`src/dmaorq_pkg.sv`:
```
// package: constants and types for the one-bus-cycle dma request logic
package dmaorq_pkg;
	localparam int NCH = 4;
	localparam logic [3:0] SRC_NONE = 4'h0;
	localparam logic [3:0] SRC_EXT = 4'h1;
	localparam logic [3:0] SRC_SW = 4'h2;
	localparam logic [3:0] SRC_TA0 = 4'h3;
	localparam logic [3:0] SRC_AD = 4'hF;
	localparam int NPERIPH = 13;
	localparam int CTL_SRC_LSB = 0;
	localparam int CTL_SENSE_BIT = 4;
	localparam int CTL_GRANT_EN_BIT = 5;
	localparam int MODE_UNIT8_BIT = 0;
	localparam int MODE_ONEBUS_BIT = 1;
	localparam int MODE_STEAL_BIT = 2;
	localparam int MODE_IO2MEM_BIT = 8;
	localparam logic [7:0] CTL_RESET = 8'h00;
	localparam logic [15:0] MODE_RESET = 16'h0000;
	localparam logic [1:0] CH_NONE = 2'h0;
	typedef enum logic [2:0] {
		ST_IDLE = 3'b001,
		ST_XFER = 3'b010,
		ST_DONE = 3'b100
	} dmaorq_state_e;
endpackage

```
`src/dmaorq_sync_if.sv`:
```
// interface: synchronised external request levels and falling edges between sampler and core
`timescale 1ns/10ps
interface dmaorq_sync_if;
	logic [3:0] req_low;
	logic [3:0] req_fall;
	modport src (output req_low, output req_fall);
	modport dst (input req_low, input req_fall);
endinterface

```
`src/dmaorq_sync.sv`:
```
// module: three-flop sampler for the external request pins
`timescale 1ns/10ps
module dmaorq_sync #(
	parameter int N = 4
) (
	input wire logic clk,
	input wire logic rst,
	input wire logic [N-1:0] pin_n,
	dmaorq_sync_if.src sy
);
	typedef struct packed {
		logic [N-1:0] s1;
		logic [N-1:0] s2;
		logic [N-1:0] s3;
		logic [N-1:0] lvl;
	} dmaorq_sy_s;
	dmaorq_sy_s st_q, st_d;
	logic [N-1:0] agree;
	always_comb begin
		st_d = st_q;
		st_d.s1 = pin_n;
		st_d.s2 = st_q.s1;
		st_d.s3 = st_q.s2;
		// a change counts only once the second and third stages agree
		agree = ~(st_q.s2 ^ st_q.s3);
		st_d.lvl = (agree & st_q.s3) | (~agree & st_q.lvl);
	end
	always_ff @(posedge clk or posedge rst) begin
		if (rst) begin
			st_q <= '1;
		end else begin
			st_q <= st_d;
		end
	end
	assign sy.req_low = ~st_q.lvl;
	assign sy.req_fall = st_q.lvl & ~st_d.lvl;
endmodule

```
`src/dmaorq_core.sv`:
```
// module: one-bus-cycle dma request, acceptance and byte-lane steering
//
// Contract
// - memory to io, 16-bit units on 16-bit bus: source address, read, both strobes low
// - io to memory: grant asserted, destination address driven, direction low
// - forward: low address byte on low lane; backward: higher byte on high lane
// - 8-bit io low lane: odd byte read high, copied, driven on low lane
// - 8-bit io low lane: even byte passes directly, low data pins float
// - io high lane: odd passes with high pins floating; even copied upward
// - data pin group directions switch automatically per io lane position
// - strobes: both low for 16-bit units, one for 8-bit, none on 8-bit bus
// - each channel picks one of fifteen sources, interrupt timing for internals
// - source code decode: prohibited, external, software, timers, uarts, ad
// - software bit sets request flag, clears itself once flag is one
// - external pin activity sets request flag when external source selected
// - accept only when permission bit and request flag are both one
// - permission bits clear on reset; software sets parameters first
// - mode bit 2 per channel, zero burst, burst after reset
// - burst: other channels refused until accepted channel completes; code also releases it once its flag or permission bit drops
// - burst: edge or level choice only with external pin source
// - mode bit 2 one selects cycle steal with edge sensing
// - control bit 4: zero falling edge default, one level for pin only
// - mode bit 1 one selects one-bus-cycle, zero two-bus-cycle
// - mode bit 8: zero memory to io, one io to memory
`timescale 1ns/10ps
module dmaorq_core #(
	parameter int AW = 24
) (
	input wire logic CLK,
	input wire logic RST,
	input wire logic [31:0] CTL,
	input wire logic [63:0] MODE,
	input wire logic [3:0] PERMIT,
	input wire logic [3:0] SW_REQ_WR,
	input wire logic [3:0] FLAG_CLR,
	input wire logic [dmaorq_pkg::NPERIPH-1:0] PERIPH_REQ,
	input wire logic [3:0] XFER_REQ_IN_N,
	input wire logic [4*AW-1:0] SRC_ADDR,
	input wire logic [4*AW-1:0] DST_ADDR,
	input wire logic [3:0] BACKWARD,
	input wire logic [3:0] UNIT_DONE,
	input wire logic [3:0] XFER_COMPLETE,
	input wire logic BUS16,
	input wire logic IO_HIGH_LANE,
	input wire logic [15:0] DATA_IN,
	output logic [3:0] REQ_FLAG,
	output logic [3:0] SW_REQ_PEND,
	output logic [3:0] XFER_GRANT_OUT_N,
	output logic [AW-1:0] ADDR,
	output logic RW_READ,
	output logic LOW_BYTE_STROBE_N,
	output logic HIGH_BYTE_STROBE_N,
	output logic [15:0] DATA_OUT,
	output logic DATA_LO_OE,
	output logic DATA_HI_OE,
	output logic BUSY,
	output logic [1:0] ACTIVE_CH,
	output logic CONFIG_ERR
);
	localparam int N = dmaorq_pkg::NCH;
	dmaorq_sync_if sy();
	dmaorq_sync #(.N(N)) u_sync (
		.clk(CLK),
		.rst(RST),
		.pin_n(XFER_REQ_IN_N),
		.sy(sy)
	);

	typedef struct packed {
		dmaorq_pkg::dmaorq_state_e st;
		logic [N-1:0] flag;
		logic [N-1:0] sw;
		logic [1:0] ch;
		logic [N-1:0] grant_n;
		logic [AW-1:0] addr;
		logic rw;
		logic ble_n;
		logic bhe_n;
		logic [15:0] dout;
		logic lo_oe;
		logic hi_oe;
		logic busy;
		logic err;
		logic [N-1:0] permit;
	} dmaorq_st_s;
	dmaorq_st_s q, d;

	// map a source code onto its request line; prohibited and software give none
	function automatic logic src_hit(input logic [3:0] sel, input logic [dmaorq_pkg::NPERIPH-1:0] per,
		input logic ext);
		logic r;
		r = 1'b0;
		if (sel == dmaorq_pkg::SRC_EXT) begin
			r = ext;
		end else if (sel >= dmaorq_pkg::SRC_TA0) begin
			r = per[4'(sel - dmaorq_pkg::SRC_TA0)];
		end
		return r;
	endfunction

	function automatic logic [3:0] ctl_src(input logic [7:0] c);
		return c[dmaorq_pkg::CTL_SRC_LSB +: 4];
	endfunction

	logic [7:0] c [N];
	logic [15:0] m [N];
	logic [N-1:0] ev;
	logic [N-1:0] accept;
	logic [1:0] pick;
	logic found;
	logic [15:0] cm;
	logic [7:0] cc;
	logic odd;
	logic [N-1:0] permit_fell;
	logic [AW-1:0] xa;

	always_comb begin
		d = q;
		ev = '0;
		accept = '0;
		pick = dmaorq_pkg::CH_NONE;
		found = 1'b0;
		// a forced stop is the permission bit falling; a flag raised while it is low must stand
		permit_fell = q.permit & ~PERMIT;
		d.permit = PERMIT;
		for (int i = 0; i < N; i++) begin
			c[i] = CTL[8*i +: 8];
			m[i] = MODE[16*i +: 16];
		end
		for (int i = 0; i < N; i++) begin
			// internal sources arrive as pulses timed like their interrupts
			ev[i] = src_hit(ctl_src(c[i]), PERIPH_REQ, sy.req_fall[i]);
			// level sensing only for the pin source in burst mode
			if (c[i][dmaorq_pkg::CTL_SENSE_BIT] && ctl_src(c[i]) == dmaorq_pkg::SRC_EXT
				&& !m[i][dmaorq_pkg::MODE_STEAL_BIT]) begin
				d.flag[i] = sy.req_low[i];
			end else begin
				if (FLAG_CLR[i]) begin
					d.flag[i] = 1'b0;
				end
				if (permit_fell[i] && !m[i][dmaorq_pkg::MODE_STEAL_BIT]) begin
					d.flag[i] = 1'b0;
				end
				if (XFER_COMPLETE[i] && q.busy && q.ch == 2'(i)) begin
					d.flag[i] = 1'b0;
				end
				// set wins over the clears above; the steal acceptance clear in idle still wins over set
				if (ev[i] || (q.sw[i] && ctl_src(c[i]) == dmaorq_pkg::SRC_SW)) begin
					d.flag[i] = 1'b1;
				end
			end
			if (SW_REQ_WR[i]) begin
				d.sw[i] = 1'b1;
			end else if (q.flag[i]) begin
				d.sw[i] = 1'b0;
			end
			// lowest channel wins here; full priority handling sits outside this block
			accept[i] = PERMIT[i] && q.flag[i];
			if (accept[i] && !found) begin
				found = 1'b1;
				pick = 2'(i);
			end
		end
		cm = m[q.ch];
		cc = c[q.ch];
		// strobes and lanes follow the address being driven now, not the one before
		xa = cm[dmaorq_pkg::MODE_IO2MEM_BIT] ? DST_ADDR[AW*q.ch +: AW] : SRC_ADDR[AW*q.ch +: AW];
		odd = xa[0];

		case (q.st)
			dmaorq_pkg::ST_IDLE: begin
				d.grant_n = '1;
				d.lo_oe = 1'b0;
				d.hi_oe = 1'b0;
				d.ble_n = 1'b1;
				d.bhe_n = 1'b1;
				d.rw = 1'b1;
				d.busy = 1'b0;
				if (found && m[pick][dmaorq_pkg::MODE_ONEBUS_BIT]) begin
					d.st = dmaorq_pkg::ST_XFER;
					d.ch = pick;
					d.busy = 1'b1;
					if (m[pick][dmaorq_pkg::MODE_STEAL_BIT]) begin
						d.flag[pick] = 1'b0;
					end
				end
			end

			dmaorq_pkg::ST_XFER: begin
				// burst locks out others; steal re-arbitrates after each unit
				if (cc[dmaorq_pkg::CTL_GRANT_EN_BIT]) begin
					d.grant_n = ~(N'(1) << q.ch);
				end
				if (cm[dmaorq_pkg::MODE_IO2MEM_BIT]) begin
					d.addr = DST_ADDR[AW*q.ch +: AW];
					d.rw = 1'b0;
				end else begin
					d.addr = SRC_ADDR[AW*q.ch +: AW];
					d.rw = 1'b1;
				end
				d.lo_oe = 1'b0;
				d.hi_oe = 1'b0;
				d.ble_n = 1'b1;
				d.bhe_n = 1'b1;
				if (!BUS16) begin
					// no strobes on an 8-bit bus; io must sit low
					d.err = IO_HIGH_LANE;
				end else if (!cm[dmaorq_pkg::MODE_UNIT8_BIT]) begin
					// whole word on both lanes keeps byte order per direction
					d.ble_n = 1'b0;
					d.bhe_n = 1'b0;
					d.err = BACKWARD[q.ch] ? !odd : odd;
				end else begin
					d.ble_n = odd;
					d.bhe_n = !odd;
					// copy path only on memory reads; lane turnaround automatic
					// the first beat copies the idle bus; the io only takes data at the strobe's end
					if (!cm[dmaorq_pkg::MODE_IO2MEM_BIT]) begin
						if (!IO_HIGH_LANE && odd) begin
							d.dout = {DATA_IN[15:8], DATA_IN[15:8]};
							d.lo_oe = 1'b1;
						end else if (IO_HIGH_LANE && !odd) begin
							d.dout = {DATA_IN[7:0], DATA_IN[7:0]};
							d.hi_oe = 1'b1;
						end
						// direct lane case leaves both groups floating
					end
				end
				if (UNIT_DONE[q.ch] || XFER_COMPLETE[q.ch] || !PERMIT[q.ch]) begin
					d.st = dmaorq_pkg::ST_DONE;
				end
			end

			dmaorq_pkg::ST_DONE: begin
				d.grant_n = '1;
				d.lo_oe = 1'b0;
				d.hi_oe = 1'b0;
				d.ble_n = 1'b1;
				d.bhe_n = 1'b1;
				d.rw = 1'b1;
				// burst keeps the channel until complete, flag drops or permission bit drops
				if (!cm[dmaorq_pkg::MODE_STEAL_BIT] && PERMIT[q.ch] && q.flag[q.ch]
					&& !XFER_COMPLETE[q.ch]) begin
					d.st = dmaorq_pkg::ST_XFER;
				end else begin
					d.st = dmaorq_pkg::ST_IDLE;
					d.busy = 1'b0;
				end
			end

			default: begin
				d.st = dmaorq_pkg::ST_IDLE;
			end
		endcase
	end

	always_ff @(posedge CLK or posedge RST) begin
		if (RST) begin
			q <= '{st: dmaorq_pkg::ST_IDLE, flag: '0, sw: '0, ch: dmaorq_pkg::CH_NONE, grant_n: '1,
				addr: '0, rw: 1'b1, ble_n: 1'b1, bhe_n: 1'b1, dout: '0, lo_oe: 1'b0, hi_oe: 1'b0,
				busy: 1'b0, err: 1'b0, permit: '0};
		end else begin
			q <= d;
		end
	end

	assign REQ_FLAG = q.flag;
	assign SW_REQ_PEND = q.sw;
	assign XFER_GRANT_OUT_N = q.grant_n;
	assign ADDR = q.addr;
	assign RW_READ = q.rw;
	assign LOW_BYTE_STROBE_N = q.ble_n;
	assign HIGH_BYTE_STROBE_N = q.bhe_n;
	assign DATA_OUT = q.dout;
	assign DATA_LO_OE = q.lo_oe;
	assign DATA_HI_OE = q.hi_oe;
	assign BUSY = q.busy;
	assign ACTIVE_CH = q.ch;
	assign CONFIG_ERR = q.err;
endmodule

```
`config.mk`:
```
export PLATFORM = sky130hd
export DESIGN_NAME = dmaorq_core
export DESIGN_NICKNAME = d
export VERILOG_FILES = /design/src/dmaorq_pkg.sv /design/src/dmaorq_sync_if.sv /design/src/dmaorq_sync.sv /design/src/dmaorq_core.sv
export SDC_FILE = /design/constraint.sdc
export NUM_CORES = 1
export LEC_CHECK = 0
export BUFFER_PORTS_ARGS = -buffer_cell sky130_fd_sc_hd__buf_4
export CAP_MARGIN = 20
export CORE_AREA = 8 8 153 155
export DETAILED_ROUTE_END_ITERATION = 10
export DIE_AREA = 0 0 161 163
export HOLD_SLACK_MARGIN = 0.05
export PLACE_DENSITY_LB_ADDON = 0.12
export REMOVE_ABC_BUFFERS = 1
export SLEW_MARGIN = 0
export SYNTH_ARGS = -nofsm -noshare
export SYNTH_HDL_FRONTEND = slang
export SYNTH_SLANG_ARGS = --single-unit
```
`constraint.sdc`:
```
create_clock -name CLK -period 2.83 [get_ports CLK]
set_input_delay 0.283 -clock CLK [delete_from_list [all_inputs] [get_ports CLK]]
set_output_delay 0.283 -clock CLK [all_outputs]
set_load 0.02 [all_outputs]
```
==> results by group <==
Setup path
  • Worst setup SP type: flip-flop
  • Worst setup path class: flip-flop to flip-flop
  • Req. time, crit path: 3090 ps
  • Arr. time, crit path: 2770 ps
  • Critical path launch point: ACTIVE_CH[0]$_DFFE_PP0P_
  • Crit Path Max Fanout: 16
  • Crit path capture type: flip-flop
  • Reg-to-reg startpoint: ACTIVE_CH[0]$_DFFE_PP0P_

Finish
  • Number of standard cells in the final layout excluding fillers: 1139
  • Final nets: 1220
  • Finished Core Util: 0.436
  • Fraction of layout instances using a drive strength above 1: 0.559
  • P&R area growth vs syn: 46.7%

Die
  • Number of ports placed on the die boundary: 410
  • Die Footprint: 26200 um2
  • Starting density of the core: 0.297
  • Horizontal die dimension: 161 um
  • Area of the core: 20800 um2
  • Y dimension of the die: 163 um
  • Std-Cell Rows: 53

Logic synthesis
  • Fraction of synthesized cell area taken by the top area cell type: 0.226
  • Most used DFF post-synth: dfrtp_1
  • Count of state elements after synthesis: 76
  • Area of the mapped netlist: 6190 um2
  • Share of synthesized area occupied by flip-flops and latches: 0.312
  • Top area cells in the synthesized netlist: mux4_2 23%, dfrtp_1 21%, dfstp_2 10%, buf_4 6.7%, mux2i_1 6.5%
  • Leading area contributor after synthesis: mux4_2
  • Number of warnings printed during yosys synthesis: 0
  • Share of async-settable or async-resettable flops after synthesis: 1.00
  • Distinct cell type count after synthesis: 65
  • Mapped Cells: 564
  • Average footprint of a synthesized cell: 11.0 um2
  • Number of flops mapped to enable cells by yosys: 0

Global route
  • Antenna violations before repair: 1
  • Maximum number of pins on one net before global-route repair: 50
  • Overall routing resource usage: 0.180
  • First-pass GRT wire length: 36.5 mm
  • Vias in the first global route: 6385
  • Sum of overflow across all layers after global routing: 0

CTS
  • Buffer depth of the longest clock path: 2
  • Post-cts repair resize count: 0
  • CTS tree: done
  • Number of setup buffers added after CTS: 0
  • Clock Sinks: 76
  • Hold-fix buffers, CTS: 4
  • Number of buffers created by CTS: 9
  • Clock slew at the register clock pins of the worst setup and hold paths: 60 ps
  • Clock network latency to the later pin of the worst-skew pair: 340 ps
  • H-tree depth: 3
  • Root Buffer: clkbuf_16

Drt
  • Initial DRC Count: 326
  • Number of vias per cell after detailed routing: 5.01
  • Count of TritonRoute iterations in the first routing pass: 5
  • Average wire length per cell after detail routing: 21.3 um
  • DR vias: 5706
  • Total Routed Length: 24.2 mm
  • Residual DRC: 0
  • Post-detailed-route count of antenna-violating nets: 0

Timing
  • Tightest slew margin relative to the limit: 0.500
  • Slew of the pin with the lowest slew margin: 750 ps
  • Least setup slack across all paths after layout: 316 ps
  • Fin. Hold Viols: 0
  • Post-layout min period: 2510 ps
  • Setup repair after global routing missed its margin: no
  • Worst-case clock skew: 7.89 ps
  • Fmax: 398 MHz
  • Fin crit share: 0.888
  • Min Hold Slack: 50.2 ps
  • Max-slew violation total from the final report: 0
  • Number of setup violations in the final report: 0

Power
  • Cell Pwr Density: 780 nW/um2
  • Max rail drop VDD: 0.441 mV
  • Leakage power of the design: 0.00418 uW

Flow run
  • Max-cap viol count: 0

Place
  • Post-DP HPWL: 20.4 mm
  • RD Place Congestion: 0.810
  • Post-placement worst setup slack: 315 ps
  • Number of buffer cells added on primary ports: 353
  • Placed cell count: 1117

Min path
  • Type of the most critical hold path: input pin to async pin

Run status
  • Status: finished, final reports clean
-- metal layers --
metal | track usage | part of all wire
met5 | 0 | 0
met4 | 0.0593 | 0.018
met3 | 0.0693 | 0.091
met2 | 0.306 | 0.50
met1 | 0.205 | 0.39
-- kinds of logic (layout without fill, tap and decap cells) --
| group | after synthesis | in the layout | synth area share |
|---|---|---|---|
| and+or+nand+nor | 127 | 127 | 0.108 |
| AOI/OAI and AO/OA | 113 | 113 | 0.122 |
| buffers and inverters | 112 | 410 | 0.106 |
| muxes | 110 | 110 | 0.307 |
| DFF | 76 | 76 | 0.312 |
| adders and majority gates | 18 | 18 | 0.0348 |
| xor gates and xnor gates | 8 | 8 | 0.0113 |
| other | 0 | 2 | 0 |
-- where the power goes --
group	internal [uW]	total (uW)	switching, uW
clock	772	1230	463
sequential	1450	1790	343
combinational	2030	4060	2040
total	4250	7090	2840
-- flip-flops by register name (all words and copies together) (netlist names), 2 cells and up --
register          flops
DATA_OUT              8
u_sync.st_q           8
ACTIVE_CH             2
XFER_GRANT_OUT_N      4
q                     7
SW_REQ_PEND           4
u_sync.st_d           8
REQ_FLAG              4
ADDR                 24
-- stage by stage --
stage	cell area [um2]	TNS [ps]	power, uW
after global placement	8720	0	5860
final	9080	0	7090
after floorplan	5640	-60060	4360
after global routing	9080	0	7550
after CTS	9080	0	7190
after detailed placement	8720	0	5910
-- layout make-up --
cell class,count,area [um2]
Clock inverter,6,88.8
Multi-Input combinational cell,376,3610
Sequential cell,76,1940
Fill cell,2015,11700
Antenna cell,2,5.00
Inverter,27,103
Timing Repair Buffer,367,2770
Tap cell,275,344
Clock buffer,10,229
-- synth_stat cells (8+ instances only) --
| library cell | instances |
|---|---|
| nor2b_1 | 8 |
| nor2_1 | 48 |
| o21ai_0 | 9 |
| mux4_2 | 62 |
| dfrtp_1 | 52 |
| buf_4 | 55 |
| inv_1 | 26 |
| nand2_1 | 27 |
| a21oi_1 | 47 |
| clkbuf_1 | 15 |
| ha_1 | 14 |
| dfstp_2 | 24 |
| mux2i_1 | 40 |
| buf_2 | 12 |
-- worst max-delay path: stages, from the launching register on --
cell and delay, ps:
dfrtp_4 570, mux4_2 590, mux2i_4 210, inv_2 60, ha_1 300, nor4b_4 270
buf_4 250, nor2_1 60, a21oi_1 120
-- worst paths after layout --
kind | endpoint | slack [ps] | depth (start not counted)
setup / recovery | DATA_OUT[11]$_DFFE_PP0P_ | 320 | 8
hold / removal | SW_REQ_PEND[1]$_DFFE_PP0P_ | 50 | 2
setup reg to reg | DATA_OUT[11]$_DFFE_PP0P_ | 320 | 8
hold reg to reg | u_sync.st_d[7]$_DFF_PP1_ | 350 | 0
max in group asynchronous | u_sync.st_q[3]$_DFF_PP1_ | 2010 | 3
min in group CLK | q[3]$_DFF_PP0_ | 90 | 1
-- layout by cell type, fill, tap and decap left out, types with 6 or more instances in the layout --
cell type | synthesis | layout
a21oi_1 | 47 | 47
buf_4 | 55 | 363
clkbuf_16 | 0 | 9
dfrtp_1 | 52 | 50
dfstp_2 | 24 | 24
ha_1 | 14 | 14
inv_1 | 26 | 25
mux2_2 | 7 | 7
mux2i_1 | 40 | 40
mux4_2 | 62 | 62
nand2_1 | 27 | 27
nand3_1 | 7 | 7
nand3b_1 | 6 | 6
nor2_1 | 48 | 48
nor2b_1 | 8 | 8
o21ai_0 | 9 | 9
Power figures use the tool's default switching activity.
